--- src/shared/ledblk_pkg.sv ---
/*
 * Constants and carrier types for the LED setup block.
 * Assumes a 25 MHz core clock and a simple internal register port.
 */
package ledblk_pkg;

  // Register map
  localparam logic [15:0] LED_SETUP_OFS   = 16'h0e00;
  localparam logic [31:0] LED_SETUP_WMASK = 32'h00cfcfff;
  localparam logic [31:0] LED_SETUP_RST   = 32'h00078406;

  // Field layout, one byte lane per LED
  localparam int          LED_COUNT      = 3;
  localparam int          LED_LANE_W     = 8;
  localparam int          SEL_LSB        = 0;
  localparam int          SEL_W          = 4;
  localparam int          POL_BIT        = 6;
  localparam int          FLASH_BIT      = 7;
  localparam int          DISP_MODE_BIT  = 4;
  localparam int          RATE_BIT       = 5;
  localparam logic [3:0]  SEL_SW_PIN     = 4'h8;

  // Blink timing
  localparam int          CLK_KHZ        = 25000;
  localparam int          BLINK_SLOW_MS  = 200;
  localparam int          BLINK_FAST_MS  = 83;
  localparam int          BLINK_SLOW_CYC = BLINK_SLOW_MS * CLK_KHZ;
  localparam int          BLINK_FAST_CYC = BLINK_FAST_MS * CLK_KHZ;
  localparam int          BLINK_CNT_W    = 23;

  typedef struct packed {
    logic [15:0] addr;
    logic        wr;
    logic        rd;
    logic [31:0] wdata;
  } ledblk_req_t;

  typedef struct packed {
    logic        valid;
    logic [31:0] data;
  } ledblk_nvm_t;

endpackage

--- src/logic/ledblk_top.sv ---
/*
 * LED setup register and three LED drivers with shared blink timing.
 * Assumes sources are active-high internal indications, sync to core_clk,
 * and that the non-volatile store presents its word once after reset.
 */
`timescale 1ns/1ps

// Contract
// LED0 source from selector bits 3:0
// LED1 source from selector bits 11:8
// LED2 source from selector bits 19:16
// Bit 5 picks 200 ms or 83 ms
// Polarity bits invert source, active high
// Software keeps polarity zero for link/activity
// Flash bits blink asserted source, shared rate; LED0 idle display ignores its flash bit
// Bit 4 with selector 0x8 shows idle
// Software writes reserved bits as zero
// Field defaults loaded from non-volatile store
// One shared counter keeps blinks in phase
module ledblk_top
  import ledblk_pkg::*;
#(
  parameter int BLINK_SLOW_CYCLES = BLINK_SLOW_CYC,
  parameter int BLINK_FAST_CYCLES = BLINK_FAST_CYC
) (
  // Clock and reset
  input  wire logic              core_clk,
  input  wire logic              nrst,
  // Register port
  input  wire ledblk_req_t       reg_req,
  output logic [31:0]            reg_rdata_ff,
  // Non-volatile defaults
  input  wire ledblk_nvm_t       nvm_word,
  // Indication sources, indexed by selector value
  input  wire logic [15:0]       led_sources,
  input  wire logic              lane_elec_idle,
  // LED pins
  output logic [LED_COUNT-1:0]   led_pin_ff
);

  logic [31:0]              setup_ff;
  logic [31:0]              nxt_setup;
  logic                     loaded_ff;
  logic [BLINK_CNT_W-1:0]   blink_cnt_ff;
  logic [BLINK_CNT_W-1:0]   nxt_blink_cnt;
  logic                     phase_ff;
  logic [BLINK_CNT_W-1:0]   blink_limit;
  logic                     blink_wrap;
  logic                     addr_hit;
  logic                     wr_hit;
  logic [31:0]              nxt_rdata;
  logic [LED_COUNT-1:0]     nxt_pin;
  logic [LED_COUNT-1:0]     src_sel;
  logic [LED_COUNT-1:0]     pol;
  logic [LED_COUNT-1:0]     flash;
  logic                     idle_mode;
  logic                     phase_prev_ff;
  logic                     rate_prev_ff;
  logic                     rate_held_ff;
  logic                     nxt_rate_held;
  logic                     phase_moved;
  logic                     rate_same;
  logic [BLINK_CNT_W-1:0]   phase_age_ff;
  logic [BLINK_CNT_W-1:0]   nxt_phase_age;

  // Register decode
  assign addr_hit  = (reg_req.addr == LED_SETUP_OFS);
  assign wr_hit    = reg_req.wr && addr_hit;
  assign nxt_rdata = (reg_req.rd && addr_hit) ? setup_ff : 32'h0000_0000;

  // Store word wins once, over a software write in the same cycle; earlier writes still land
  assign nxt_setup = (!loaded_ff && nvm_word.valid) ? (nvm_word.data & LED_SETUP_WMASK) :
                     wr_hit ? (reg_req.wdata & LED_SETUP_WMASK) : setup_ff;

  always_ff @(posedge core_clk or negedge nrst) begin
    if (!nrst) begin
      setup_ff     <= LED_SETUP_RST;
      loaded_ff    <= 1'b0;
      reg_rdata_ff <= 32'h0000_0000;
    end else begin
      setup_ff     <= nxt_setup;
      loaded_ff    <= loaded_ff | nvm_word.valid;
      reg_rdata_ff <= nxt_rdata;
    end
  end

  // Shared blink timebase; >= compare survives a rate change mid-count
  assign blink_limit   = setup_ff[RATE_BIT] ? BLINK_FAST_CYCLES[BLINK_CNT_W-1:0]
                                            : BLINK_SLOW_CYCLES[BLINK_CNT_W-1:0];
  assign blink_wrap    = (blink_cnt_ff >= blink_limit - 1'b1);
  assign nxt_blink_cnt = blink_wrap ? '0 : blink_cnt_ff + 1'b1;

  always_ff @(posedge core_clk or negedge nrst) begin
    if (!nrst) begin
      blink_cnt_ff <= '0;
      phase_ff     <= 1'b1;
    end else begin
      blink_cnt_ff <= nxt_blink_cnt;
      phase_ff     <= blink_wrap ? ~phase_ff : phase_ff;
    end
  end

  // Checker helper: age of the current phase, and whether the rate bit
  // held still across the run; a rate change shortens or stretches a run
  assign phase_moved   = (phase_ff != phase_prev_ff);
  assign rate_same     = (setup_ff[RATE_BIT] == rate_prev_ff);
  assign nxt_phase_age = phase_moved ? BLINK_CNT_W'(1) : phase_age_ff + 1'b1;
  assign nxt_rate_held = phase_moved ? rate_same : (rate_held_ff && rate_same);

  always_ff @(posedge core_clk or negedge nrst) begin
    if (!nrst) begin
      phase_prev_ff <= 1'b1;
      rate_prev_ff  <= LED_SETUP_RST[RATE_BIT];
      phase_age_ff  <= '0;
      rate_held_ff  <= 1'b1;
    end else begin
      phase_prev_ff <= phase_ff;
      rate_prev_ff  <= setup_ff[RATE_BIT];
      phase_age_ff  <= nxt_phase_age;
      rate_held_ff  <= nxt_rate_held;
    end
  end

  assign idle_mode = setup_ff[DISP_MODE_BIT] &&
                     (setup_ff[SEL_LSB +: SEL_W] == SEL_SW_PIN);

  // Per-LED source select, polarity and flash
  for (genvar i = 0; i < LED_COUNT; i++) begin : g_led
    logic [SEL_W-1:0] sel;
    logic             on;
    assign sel        = setup_ff[i*LED_LANE_W+SEL_LSB +: SEL_W];
    assign pol[i]     = setup_ff[i*LED_LANE_W+POL_BIT];
    assign flash[i]   = setup_ff[i*LED_LANE_W+FLASH_BIT];
    assign src_sel[i] = (i == 0 && idle_mode) ? lane_elec_idle
                                              : led_sources[sel];
    // Idle display bypasses flashing so the state reads steadily
    assign on         = src_sel[i] && (!flash[i] || (i == 0 && idle_mode) || phase_ff);
    // Polarity zero drives the pin low when lit
    assign nxt_pin[i] = on ^ ~pol[i];
  end

  always_ff @(posedge core_clk or negedge nrst) begin
    if (!nrst) begin
      led_pin_ff <= {LED_COUNT{1'b1}};
    end else begin
      led_pin_ff <= nxt_pin;
    end
  end

  chk_sw_write: assert property (@(posedge core_clk) disable iff (!nrst)
    (wr_hit && loaded_ff) |=> setup_ff == ($past(reg_req.wdata) & LED_SETUP_WMASK))
    else $error("setup register did not take masked write");

  chk_nvm_load: assert property (@(posedge core_clk) disable iff (!nrst)
    (!loaded_ff && nvm_word.valid) |=> setup_ff == ($past(nvm_word.data) & LED_SETUP_WMASK))
    else $error("store defaults not loaded");

  chk_rate_limit: assert property (@(posedge core_clk) disable iff (!nrst)
    setup_ff[RATE_BIT] |-> blink_limit == BLINK_FAST_CYCLES[BLINK_CNT_W-1:0])
    else $error("fast blink rate not selected");

  chk_phase_wrap: assert property (@(posedge core_clk) disable iff (!nrst)
    (phase_ff != $past(phase_ff)) |-> ($past(blink_cnt_ff) >= $past(blink_limit) - 1))
    else $error("blink phase toggled early");

  chk_led1_steady: assert property (@(posedge core_clk) disable iff (!nrst)
    (!flash[1] && !pol[1]) |=> led_pin_ff[1] == !$past(src_sel[1]))
    else $error("steady active-low LED1 wrong");

  chk_pol_high: assert property (@(posedge core_clk) disable iff (!nrst)
    (pol[0] && !flash[0]) |=> led_pin_ff[0] == $past(src_sel[0]))
    else $error("inverted LED0 not active high");

  chk_flash_off: assert property (@(posedge core_clk) disable iff (!nrst)
    (flash[2] && !phase_ff) |=> led_pin_ff[2] == !$past(pol[2]))
    else $error("flashing LED2 lit in off phase");

  chk_idle_show: assert property (@(posedge core_clk) disable iff (!nrst)
    idle_mode |=> led_pin_ff[0] == ($past(lane_elec_idle) ^ !$past(pol[0])))
    else $error("LED0 not showing lane idle");

  chk_read_back: assert property (@(posedge core_clk) disable iff (!nrst)
    (reg_req.rd && addr_hit) |=> reg_rdata_ff == $past(setup_ff))
    else $error("setup readback mismatch");

  chk_src_led0: assert property (@(posedge core_clk) disable iff (!nrst)
    !idle_mode |-> src_sel[0] == led_sources[setup_ff[SEL_LSB +: SEL_W]])
    else $error("LED0 source not from its selector");

  chk_src_led1: assert property (@(posedge core_clk) disable iff (!nrst)
    src_sel[1] == led_sources[setup_ff[LED_LANE_W+SEL_LSB +: SEL_W]])
    else $error("LED1 source not from its selector");

  chk_src_led2: assert property (@(posedge core_clk) disable iff (!nrst)
    src_sel[2] == led_sources[setup_ff[2*LED_LANE_W+SEL_LSB +: SEL_W]])
    else $error("LED2 source not from its selector");

  chk_flash_on: assert property (@(posedge core_clk) disable iff (!nrst)
    (flash[2] && phase_ff) |=> led_pin_ff[2] == ($past(src_sel[2]) ^ !$past(pol[2])))
    else $error("flashing LED2 wrong in on phase");

  chk_led2_low: assert property (@(posedge core_clk) disable iff (!nrst)
    (!pol[2] && !flash[2]) |=> led_pin_ff[2] == !$past(src_sel[2]))
    else $error("steady active-low LED2 wrong");

  chk_reserved_zero: assert property (@(posedge core_clk) disable iff (!nrst)
    (setup_ff & ~LED_SETUP_WMASK) == 32'h0000_0000)
    else $error("reserved setup bits not zero");

  chk_setup_hold: assert property (@(posedge core_clk) disable iff (!nrst)
    (!wr_hit && (loaded_ff || !nvm_word.valid)) |=> $stable(setup_ff))
    else $error("setup changed without write or load");

  chk_rdata_idle: assert property (@(posedge core_clk) disable iff (!nrst)
    !(reg_req.rd && addr_hit) |=> reg_rdata_ff == 32'h0000_0000)
    else $error("read data not zero without a hit read");

  chk_run_length: assert property (@(posedge core_clk) disable iff (!nrst)
    (phase_moved && rate_held_ff) |-> phase_age_ff == $past(blink_limit))
    else $error("blink phase run length wrong");

  chk_cnt_over: assert property (@(posedge core_clk) disable iff (!nrst)
    (blink_cnt_ff >= blink_limit) |=> blink_cnt_ff == '0)
    else $error("blink counter ran past its limit");

  chk_phase_hold: assert property (@(posedge core_clk) disable iff (!nrst)
    !blink_wrap |=> phase_ff == $past(phase_ff))
    else $error("blink phase moved without wrap");

endmodule

--- config.mk ---
export PLATFORM = sky130hd
export DESIGN_NAME = ledblk_top
export DESIGN_NICKNAME = d
export VERILOG_FILES = /design/src/shared/ledblk_pkg.sv /design/src/logic/ledblk_top.sv
export SDC_FILE = /design/constraint.sdc
export NUM_CORES = 1
export LEC_CHECK = 0
export ABC_AREA = 0
export BUFFER_PORTS_ARGS = -buffer_cell sky130_fd_sc_hd__buf_2
export CAP_MARGIN = 20
export CORE_UTILIZATION = 30
export CTS_CLUSTER_DIAMETER = 200
export DETAILED_ROUTE_END_ITERATION = 8
export PLACE_DENSITY_LB_ADDON = 0.08
export SYNTH_ARGS = -nofsm -noshare
export SYNTH_HDL_FRONTEND = slang
export SYNTH_SLANG_ARGS = --single-unit
--- constraint.sdc ---
create_clock -name core_clk -period 2.1 [get_ports core_clk]
set_input_delay 0.315 -clock core_clk [delete_from_list [all_inputs] [get_ports core_clk]]
set_output_delay 0.315 -clock core_clk [all_outputs]
set_load 0.02 [all_outputs]
==> results of run 1 <==
## power groups by stage
stage	clock [uW]	combinational, uW	sequential [uW]
finish	1570	432	1510
global route	1680	490	1520
CTS	1630	441	1510
detailed placement	0	439	1530
global placement	0	436	1530
floorplan	0	268	1510
## cells in the final DEF (no fill, tap or decap), types with 4 or more instances in the layout
cell type / n
clkbuf_16: 9
nor2_1: 31
nand2_1: 29
mux4_2: 9
nand4_1: 10
xnor2_1: 8
nor3_1: 4
inv_1: 7
buf_2: 100
and2_1: 20
ha_1: 10
nand3_1: 10
nor2b_1: 4
o21ai_0: 21
conb_1: 12
dfstp_2: 11
mux2i_1: 24
and3_1: 6
dfrtp_1: 56
buf_4: 16
xor2_1: 15
a21oi_1: 5
## metrics by stage
| stage | TNS (ns) | area, um^2 | total power, uW | hold slack, ns | worst slack (ns) |
|---|---|---|---|---|---|
| after floorplan | -0.3018 | 3701 | 1779 | 0.01941 | -0.01539 |
| after global placement | -2.293 | 4414 | 1965 | 0.3637 | -0.1320 |
| after detailed placement | -2.912 | 4414 | 1970 | 0.3652 | -0.1669 |
| after CTS | -0.7617 | 4758 | 3581 | 0.009039 | -0.06408 |
| after global routing | -3.197 | 4758 | 3694 | 0.03205 | -0.1542 |
| final | -0.03580 | 4758 | 3509 | -0.007678 | -0.03204 |
## what timing repair did
action,CTS,global route
hold buffers,0,0
pin swaps,4,0
gates resized for setup,6,0
endpoints found under the setup margin,24,24
## kinds of logic after synthesis
group / share of synthesized area, %
and+or+nand+nor: 17.71
DFF: 46.87
AOI/OAI and AO/OA: 7.966
muxes: 12.72
buffers and inverters: 5.128
xor gates and xnor gates: 5.744
adders and majority gates: 3.761
other: 0.1025
## layer usage
metal | vias to the layer above | track usage, % | wire (um)
li1 | 1428 | - | -
met1 | 1364 | 18.28 | 3818
met3 | 6 | 4.320 | 490
met4 | 0 | 3.467 | 69
met2 | 101 | 24.39 | 4046
met5 | - | 0 | 0
## final cells by class
type,count,area [um^2],area share [%]
timing repair buffer,121,694.4,14.59
tap,143,178.9,3.760
sequential,68,1717,36.08
inverter,8,30.03,0.6311
multi-input combinational,255,1827,38.39
clock inverter,5,58.81,1.236
clock buffer,11,252.7,5.312
## worst max path at each step
stage	cells past startpoint	slack [ns]	startpoint	to
after global routing	7	-0.15	setup_ff[5]	blink_cnt_ff[13]
after detailed placement	7	-0.17	setup_ff[5]	phase_ff
after global placement	7	-0.13	setup_ff[5]	phase_ff
after CTS	7	-0.06	setup_ff[5]	phase_ff
final	7	-0.03	setup_ff[5]	phase_ff
after floorplan	7	-0.02	setup_ff[5]	blink_cnt_ff[0]
## state kept, by name, summed over array words and instances (netlist names)
signal and count:
phase_ff 1, setup_ff 20, reg_rdata_ff 20, blink_cnt_ff 23, loaded_ff 1, led_pin_ff 3
==> out/qor.txt, run 1 <==
Die X: 112.5 um
H-tree depth: 3
R2R Path End: phase_ff
Largest cells by area after synthesis: dfrtp_1 (39%), dfstp_2 (7.9%), mux2i_1 (6.6%)
Synth top area share: 38.97%
Startpoint Class: register
Wire length per cell: 13.79 um
# port buffers: 100
# diodes: 0
Area grow syn2layout: 30.02%
CTS root buffer: clkbuf_16
Area of the mapped netlist: 0.003660 mm^2
Fin. Hold Viols: 3
Max Freq: 0.4690 GHz
Reg2Reg Depth: 7
CTS tree: built
Global placer's final weighted congestion: 0.8048
Number of setup violations in the final report: 3
WP data arrival: 2.38 ns
Max Root-Sink Buffers: 2
Initial antenna violation count: 0
Reg power frac: 42.9%
First-pass GRT wire length: 14.12 mm
Most frequent cell after synthesis: dfrtp_1
Sequential area share after synthesis: 46.87%
# fillers: 1,157
Die ar.: 0.01265 mm^2
Status: finished, violations left
R2R Setup Slk: -0.03 ns
Clock skew: 0.006384 ns
Crit-path cells: ha_1 -> and4b_1 -> a221oi_2 -> o31ai_1 -> a2111o_1 -> buf_6 -> xnor2_2
Clk_lat worst skew: 0.33 ns
Drt pass-1 iters: 4
Initial DRC Count: 153
Sw Ratio: 25.25%
Hold Slack: -0.007678 ns
Combinational share of power: 12.3%
Cell variety after synth: 47
Worst path max stage delay: 0.46 ns
Starting Density: 31.38%
Fraction of layout cells with a size suffix above 1: 35.90%
Largest net degree at the start of global routing: 69
Max-slew violations: 0
Post-Syn Instances: 345
Setup crit end kind: register
Post-synth top flop: dfrtp_1
YS warnings: 0
Post-CTS setup buffer count: 0
Layout Nets: 576
Post-synth top cells: dfrtp_1 (57), nor2_1 (31), nand2_1 (29), mux2i_1 (24), o21ai_0 (21)
Violated checks: negative hold slack, negative setup slack
Synth async-reset ratio: 100.0%
Drc violations: 0
Max Fanout on Critical Path: 5
Synthesized area per cell: 10.61 um^2
Total CTS buffers: 9
Final ANT Viol Nets: 0
Hold Crit Class: input port to asynchronous set/reset pin
Row cnt: 39
Worst path required time: 2.35 ns
Placed insts: 595
Power per cell area: 737.4 mW/mm^2
LEAKAGE: 0.002292 uW
CP Class: register to register
Peak supply drop: 0.0003656 V
Max cap viols: 0
Clk pwr share: 44.7%
Post-synth EDFFs: 0
Worst path slowest cell: dfrtp_2
Finished Layout Cells: 611
Io pins: 137
Die extent in y: 112.5 um
Worst Path Buf+Inv: 1
Seq cells post-synth: 68
Grt ovf: 0
GR Util All Layers: 14.50%
Core area: 0.01166 mm^2
Family with the most delay on the worst path: compound AO/OA/AOI/OAI gates
Final period util: 101.5%
Sw Pwr: 885.8 uW
Min cycle time layout: 2.132 ns
RSZ-0062 raised after global routing: true
Vias in the first global route: 2,911
Internal power: 2623 uW
TritonCTS sink count: 68
Vias/cell: 4.745
Post-Route WL: 8.425 mm
Reg2reg start: setup_ff[5]
Via count: 2,899
Clk slew on worst S/H paths: 0.06 ns
Final worst slack: -0.03204 ns
Finished Core Util: 40.80%
Post-synth top area cell: dfrtp_1
DP HPWL: 6.334 mm
No activity file was read; power rests on OpenSTA's default activity.
==> run 2, diff against run 1 <==
- CORE_ASPECT_RATIO: default -> 0.8
- clock period: 2.1 -> 2.2 ns (I/O delays scaled with it)
==> run 2 against run 1 <==
  * The run ends with negative setup slack left
  * Core utilization grew 0.32 points
  * Clock power is 9% lower
  * Critical path type unchanged
  * Setup slack worse by 0.062 ns
  * Cell count rose by 0.49%
==> out/qor.txt, run 2 (synthesized netlist as in run 1, its figures left out) <==
Status: finished, violations left
Violated checks: negative setup slack
Max Fanout on Critical Path: 6 (+1)
Clk_lat worst skew: 0.33 ns (about the same)
CTS tree: built
Clk slew on worst S/H paths: 0.06 ns (about the same)
Final period util: 104.3% (+2.7 points)
Global placer's final weighted congestion: 0.7585 (-5.8%)
Initial DRC Count: 97 (-37%)
Row cnt: 35 (-10%)
H-tree depth: 3 (unchanged)
Finished Layout Cells: 614 (+0.49%)
Layout Nets: 574 (-0.35%)
RSZ-0062 raised after global routing: true
Max-slew violations: 0 (unchanged)
Commonest non-fill, non-tap cell in the layout: buf_2
Max Freq: 0.4359 GHz (-7.1%)
Io pins: 137 (unchanged)
Hold Slack: 0.2070 ns (+0.2147 ns)
Post-Route WL: 8.812 mm (+4.6%)
Via count: 2,848 (-1.8%)
Startpoint Class: register
Largest net degree at the start of global routing: 48 (-30%)
Wire length per cell: 14.35 um (+4.1%)
Area grow syn2layout: 31.38%
CTS root buffer: clkbuf_16
Core area: 0.01169 mm^2 (+0.26%)
TritonCTS sink count: 68 (unchanged)
Min cycle time layout: 2.294 ns (+0.1618 ns)
Finished Core Util: 41.12% (+0.32 points)
Fraction of layout cells with a size suffix above 1: 37.77% (+1.9 points)
DP Area: 0.004364 mm^2 (-1.1%)
CP Class: register to register
Reg power frac: 43.5% (+0.6 points)
Grt ovf: 0 (unchanged)
Final ANT Viol Nets: 0 (unchanged)
Clk pwr share: 43.3% (-1.4 points)
Die X: 125.5 um (+12%)
Cell area after layout: 0.004808 mm^2 (+1.1%)
Commonest cells after routing, fill and taps aside: buf_2 (100), dfrtp_1 (56), nand2_1 (29), mux2i_1 (24), nor2_1 (23)
Initial antenna violation count: 0 (unchanged)
# diodes: 0 (unchanged)
Starting Density: 31.30% (-0.081 points)
WP data arrival: 2.54 ns (+0.16 ns)
Worst path required time: 2.45 ns (+0.10 ns)
Biggest register: blink_cnt_ff
First-pass GRT wire length: 14.30 mm (+1.3%)
# port buffers: 100 (unchanged)
Number of setup violations in the final report: 24 (+21)
Hold Crit Class: input port to register
Die ar.: 0.01265 mm^2 (about the same)
Sw Ratio: 25.22% (about the same)
Die extent in y: 100.8 um (-10%)
Peak supply drop: 0.0003299 V (-9.8%)
Internal power: 2479 uW (-5.5%)
DP HPWL: 6.428 mm (+1.5%)
Power per cell area: 689.5 mW/mm^2 (-6.5%)
Vias in the first global route: 2,723 (-6.5%)
Final worst slack: -0.09387 ns (-0.06183 ns)
Max cap viols: 0 (unchanged)
Fin. Hold Viols: 0 (-3)
Placed insts: 593 (-0.34%)
Setup crit end kind: register
GR Util All Layers: 14.81% (+0.31 points)
Max-slew headroom: 39.67%
Biggest regs: blink_cnt_ff (23), reg_rdata_ff (20), setup_ff (20)
Drt pass-1 iters: 4 (unchanged)
Worst slew pin tran: 0.9050 ns
Max FFs per register: 23 (unchanged)
Sw Pwr: 836.3 uW (-5.6%)
Total CTS buffers: 9 (unchanged)
LEAKAGE: 0.002282 uW (-0.40%)
Max Root-Sink Buffers: 2 (unchanged)
Vias/cell: 4.638 (-2.2%)
Sum of negative setup slack: -1.135 ns (-1.099 ns)
Clock skew: 0.006318 ns (-0.00006562 ns)
Drc violations: 0 (unchanged)
Combinational share of power: 13.3% (+1.0 points)
## run 2: changes by cell type in the layout (fill, tap and decap cells not counted), moves of 2 or more
cell,delta
buf_4,-2
clkinv_2,+2
ha_1,-2
ha_4,+2
nor2_1,-8
nor2_2,+4
nor2_4,+4
## run 2: routing by layer
metal / GRT usage [%] / routed length (um) / up-vias
met1: 20.45 / 4367 / 1333
met5: 0 / 0 / -
li1: - / - / 1432
met2: 22.26 / 3889 / 74
met4: 4.784 / 80 / 0
met3: 4.299 / 475 / 9
## run 2: power by group through the flow
stage / clock (uW) / combinational (uW) / sequential, uW
global placement: 0 / 424 / 1460
floorplan: 0 / 255 / 1440
CTS: 1480 / 445 / 1440
detailed placement: 0 / 432 / 1460
global route: 1530 / 501 / 1460
finish: 1430 / 441 / 1440
## run 2: stage by stage
step | power [uW] | setup WS, ns
final | 3316 | -0.09387
after global routing | 3486 | -0.1703
after CTS | 3366 | -0.1024
after detailed placement | 1895 | -0.08318
after global placement | 1888 | -0.06669
after floorplan | 1697 | 0.03836
## run 2: what timing repair did
item                                    4_1_cts  5_1_grt
hold buffers                                  1        0
gates resized for setup                      17        9
endpoints found under the setup margin       24       24
hold endpoints to repair                     21        0
setup buffers                                 2        0
pin swaps                                    11        5
cloned                                        2        0
## run 2: worst max-delay path, stage by stage, from the launching register on
cell      delay, ns
dfrtp_2        0.47
ha_4           0.23
a311o_1        0.32
a221oi_2       0.28
o31ai_2        0.11
a2111o_1       0.47
buf_6          0.19
xnor2_2        0.13
## run 2: final cells by class
cell class | instances | area, um^2
clock buffers | 11 | 242.7
clock inverters | 5 | 52.55
fillers | 1153 | 6884
inverters | 8 | 30.03
multi-input cells | 255 | 1912
flip-flops and latches | 68 | 1717
well taps | 148 | 185.2
repair buffers | 119 | 669.4
## run 2: worst paths after layout
| check | from | endpoint | slack [ns] | depth (start not counted) |
|---|---|---|---|---|
| max in group asynchronous | nrst | setup_ff[2] | 0.99 | 3 |
| min | nvm_word[32] | loaded_ff | 0.21 | 2 |
| min reg2reg | setup_ff[14] | led_pin_ff[1] | 0.45 | 1 |
| min in group asynchronous | nrst | reg_rdata_ff[5] | 0.52 | 2 |
| max | setup_ff[5] | phase_ff | -0.09 | 7 |
| max reg2reg | setup_ff[5] | phase_ff | -0.09 | 7 |
==> run 3, diff against run 2 <==
- CORE_UTILIZATION: 30 -> 50
- GPL_ROUTABILITY_DRIVEN: default -> 1
==> run 3 against run 2 <==
  * The run ends with design-rule violations, negative hold slack, negative setup slack left
  * Core utilization rose by 25 points
  * Critical path depth increased by 1
  * Maximum frequency rose by 2.9%
  * Clock skew shrank 0.0021 ns
  * Non-clock buffer count fell by 3
  * Setup slack better by 0.064 ns
  * Critical path type unchanged
==> out/qor.txt, run 3 (synthesized netlist as in run 1, its figures left out) <==
Status: finished, violations left
Violated checks: design-rule violations, negative hold slack, negative setup slack
RSZ-0062 raised after global routing: true
CTS tree: built
Worst path required time: 2.47 ns (+0.02 ns)
Final period util: 101.3% (-2.9 points)
Clock skew: 0.004198 ns (-0.002120 ns)
Hold Slack: -0.01722 ns (-0.2243 ns)
Startpoint Class: register
Peak supply drop: 0.0003199 V (-3.1%)
Post-Route WL: 8.095 mm (-8.1%)
# diodes: 0 (unchanged)
GR Util All Layers: 22.08% (+7.3 points)
Setup crit end kind: register
Biggest regs: blink_cnt_ff (23), reg_rdata_ff (20), setup_ff (20)
Crit-path cells: buf_6 -> ha_4 -> and4b_1 -> a221oi_2 -> o31ai_2 -> a2111o_1 -> buf_6 -> nor2_1
Min cycle time layout: 2.230 ns (-0.06422 ns)
Max cap viols: 0 (unchanged)
Clk slew on worst S/H paths: 0.08 ns (+0.02 ns)
Number of setup violations in the final report: 15 (-38%)
Biggest register: blink_cnt_ff
CTS root buffer: clkbuf_8
Vias/cell: 5.291 (+14%)
Global placer's final weighted congestion: 0.8382 (+11%)
Hold buffer count at cts: 0 (-1)
Family with the most delay on the worst path: compound AO/OA/AOI/OAI gates
# port buffers: 100 (unchanged)
Die ar.: 0.007667 mm^2 (-39%)
Commonest cells after routing, fill and taps aside: buf_2 (100), dfrtp_1 (56), nand2_1 (29), nor2_1 (28), mux2i_1 (24)
Finished Layout Cells: 550 (-10%)
Design Power: 3029 uW (-8.6%)
WP data arrival: 2.50 ns (-0.04 ns)
Pre-CTS setup slack: -0.06989 ns (+0.01329 ns)
Fin. Hold Viols: 13 (+13)
Die X: 97.65 um (-22%)
Power per cell area: 658.2 mW/mm^2 (-4.5%)
Io pins: 137 (unchanged)
Worst path max stage delay: 0.46 ns (about the same)
Storage element area: 0.001717 mm^2 (unchanged)
Hold Crit Class: input port to asynchronous set/reset pin
Core area: 0.006993 mm^2 (-40%)
Max Freq: 0.4485 GHz (+2.9%)
Layout Nets: 571 (-0.52%)
Drc violations: 10 (+10)
Worst path slowest cell: dfrtp_2
Final worst slack: -0.02965 ns (+0.06422 ns)
LEAKAGE: 0.002253 uW (-1.3%)
Commonest non-fill, non-tap cell in the layout: buf_2
Area grow syn2layout: 25.74%
Wire length per cell: 14.72 um (+2.6%)
Max FFs per register: 23 (unchanged)
Area of the multi-input gates: 0.001864 mm^2 (-2.5%)
Vias in the first global route: 2,767 (+1.6%)
Worst slew pin tran: 0.5580 ns (-0.3469 ns)
First-pass GRT wire length: 13.23 mm (-7.5%)
Grt ovf: 0 (unchanged)
Worst Path Buf+Inv: 2 (+1)
Initial DRC Count: 148 (+53%)
Starting Density: 52.33% (+21 points)
Largest net degree at the start of global routing: 69 (+44%)
Row cnt: 27 (-23%)
Max-slew violations: 0 (unchanged)
Drt pass-1 iters: 6 (+2)
Reg2reg start: setup_ff[5]
Reg2Reg Depth: 8 (+1)
H-tree depth: 3 (unchanged)
Clk_lat worst skew: 0.34 ns (about the same)
DP HPWL: 5.942 mm (-7.6%)
Placed insts: 531 (-10%)
Critical path depth in cells: 8 (+1)
TritonCTS sink count: 68 (unchanged)
Max-slew headroom: 62.66% (+23 points)
Max Fanout on Critical Path: 10 (+4)
Initial antenna violation count: 0 (unchanged)
# fillers: 580 (-50%)
Via count: 2,910 (+2.2%)
CP Class: register to register
Fraction of layout cells with a size suffix above 1: 36.29% (-1.5 points)
Sum of negative setup slack: -0.1843 ns (+0.9505 ns)
R2R Setup Slk: -0.03 ns (+0.06 ns)
Critical Path Start: setup_ff[5]
Final ANT Viol Nets: 0 (unchanged)
Die extent in y: 78.52 um (-22%)
Total CTS buffers: 9 (unchanged)
Cell mode on critical path: buf_6
Max Root-Sink Buffers: 2 (unchanged)
-- run 3: cell count changes in the layout (fill, tap and decap cells not counted), moves of 2 or more --
| cell | delta |
|---|---|
| nor2_1 | +5 |
| clkinv_4 | +2 |
| nor2_4 | -4 |
| buf_4 | -3 |
| clkbuf_8 | +9 |
| clkbuf_16 | -9 |
-- run 3: stage by stage --
stage,instance area [um^2],util [%]
after floorplan,3701,-
after global placement,4284,61.26
after detailed placement,4284,61.26
after CTS,4592,65.66
after global routing,4602,65.81
final,4602,65.81
-- run 3: routing by layer --
| metal | share of wire, % | up-vias | track usage [%] |
|---|---|---|---|
| met5 | 0 | - | 0 |
| met4 | 1.1 | 0 | 4.394 |
| li1 | - | 1420 | - |
| met1 | 47 | 1384 | 30.06 |
| met3 | 5.4 | 10 | 5.788 |
| met2 | 47 | 96 | 35.82 |
-- run 3: cell type report --
| type | count | share of cell area [%] |
|---|---|---|
| clock buffers | 10 | 2.991 |
| clock inverters | 6 | 1.903 |
| inverters | 8 | 0.6525 |
| multi-input cells | 255 | 40.51 |
| flip-flops and latches | 68 | 37.30 |
| well taps | 87 | 2.365 |
| repair buffers | 116 | 14.27 |
-- run 3: what timing repair did --
action	in CTS	in global routing
cloned	1	0
setup endpoints to repair	24	24
resized for setup	10	3
pin swaps	3	3
buffers inserted	2	0
-- run 3: power breakdown --
part           leakage (uW)  internal [uW]  total, uW  switching, uW
Clock              0.000116            669       1160            493
Combinational       0.00126            223        433            211
Sequential         0.000873           1350       1430           87.6
Total               0.00225           2240       3030            792
-- run 3: path summary, 6_finish.rpt --
check | endpoint
setup / recovery | blink_cnt_ff[10]
hold / removal | blink_cnt_ff[1]
setup reg to reg | blink_cnt_ff[10]
hold reg to reg | led_pin_ff[1]
max in group asynchronous | led_pin_ff[2]
min in group core_clk | loaded_ff
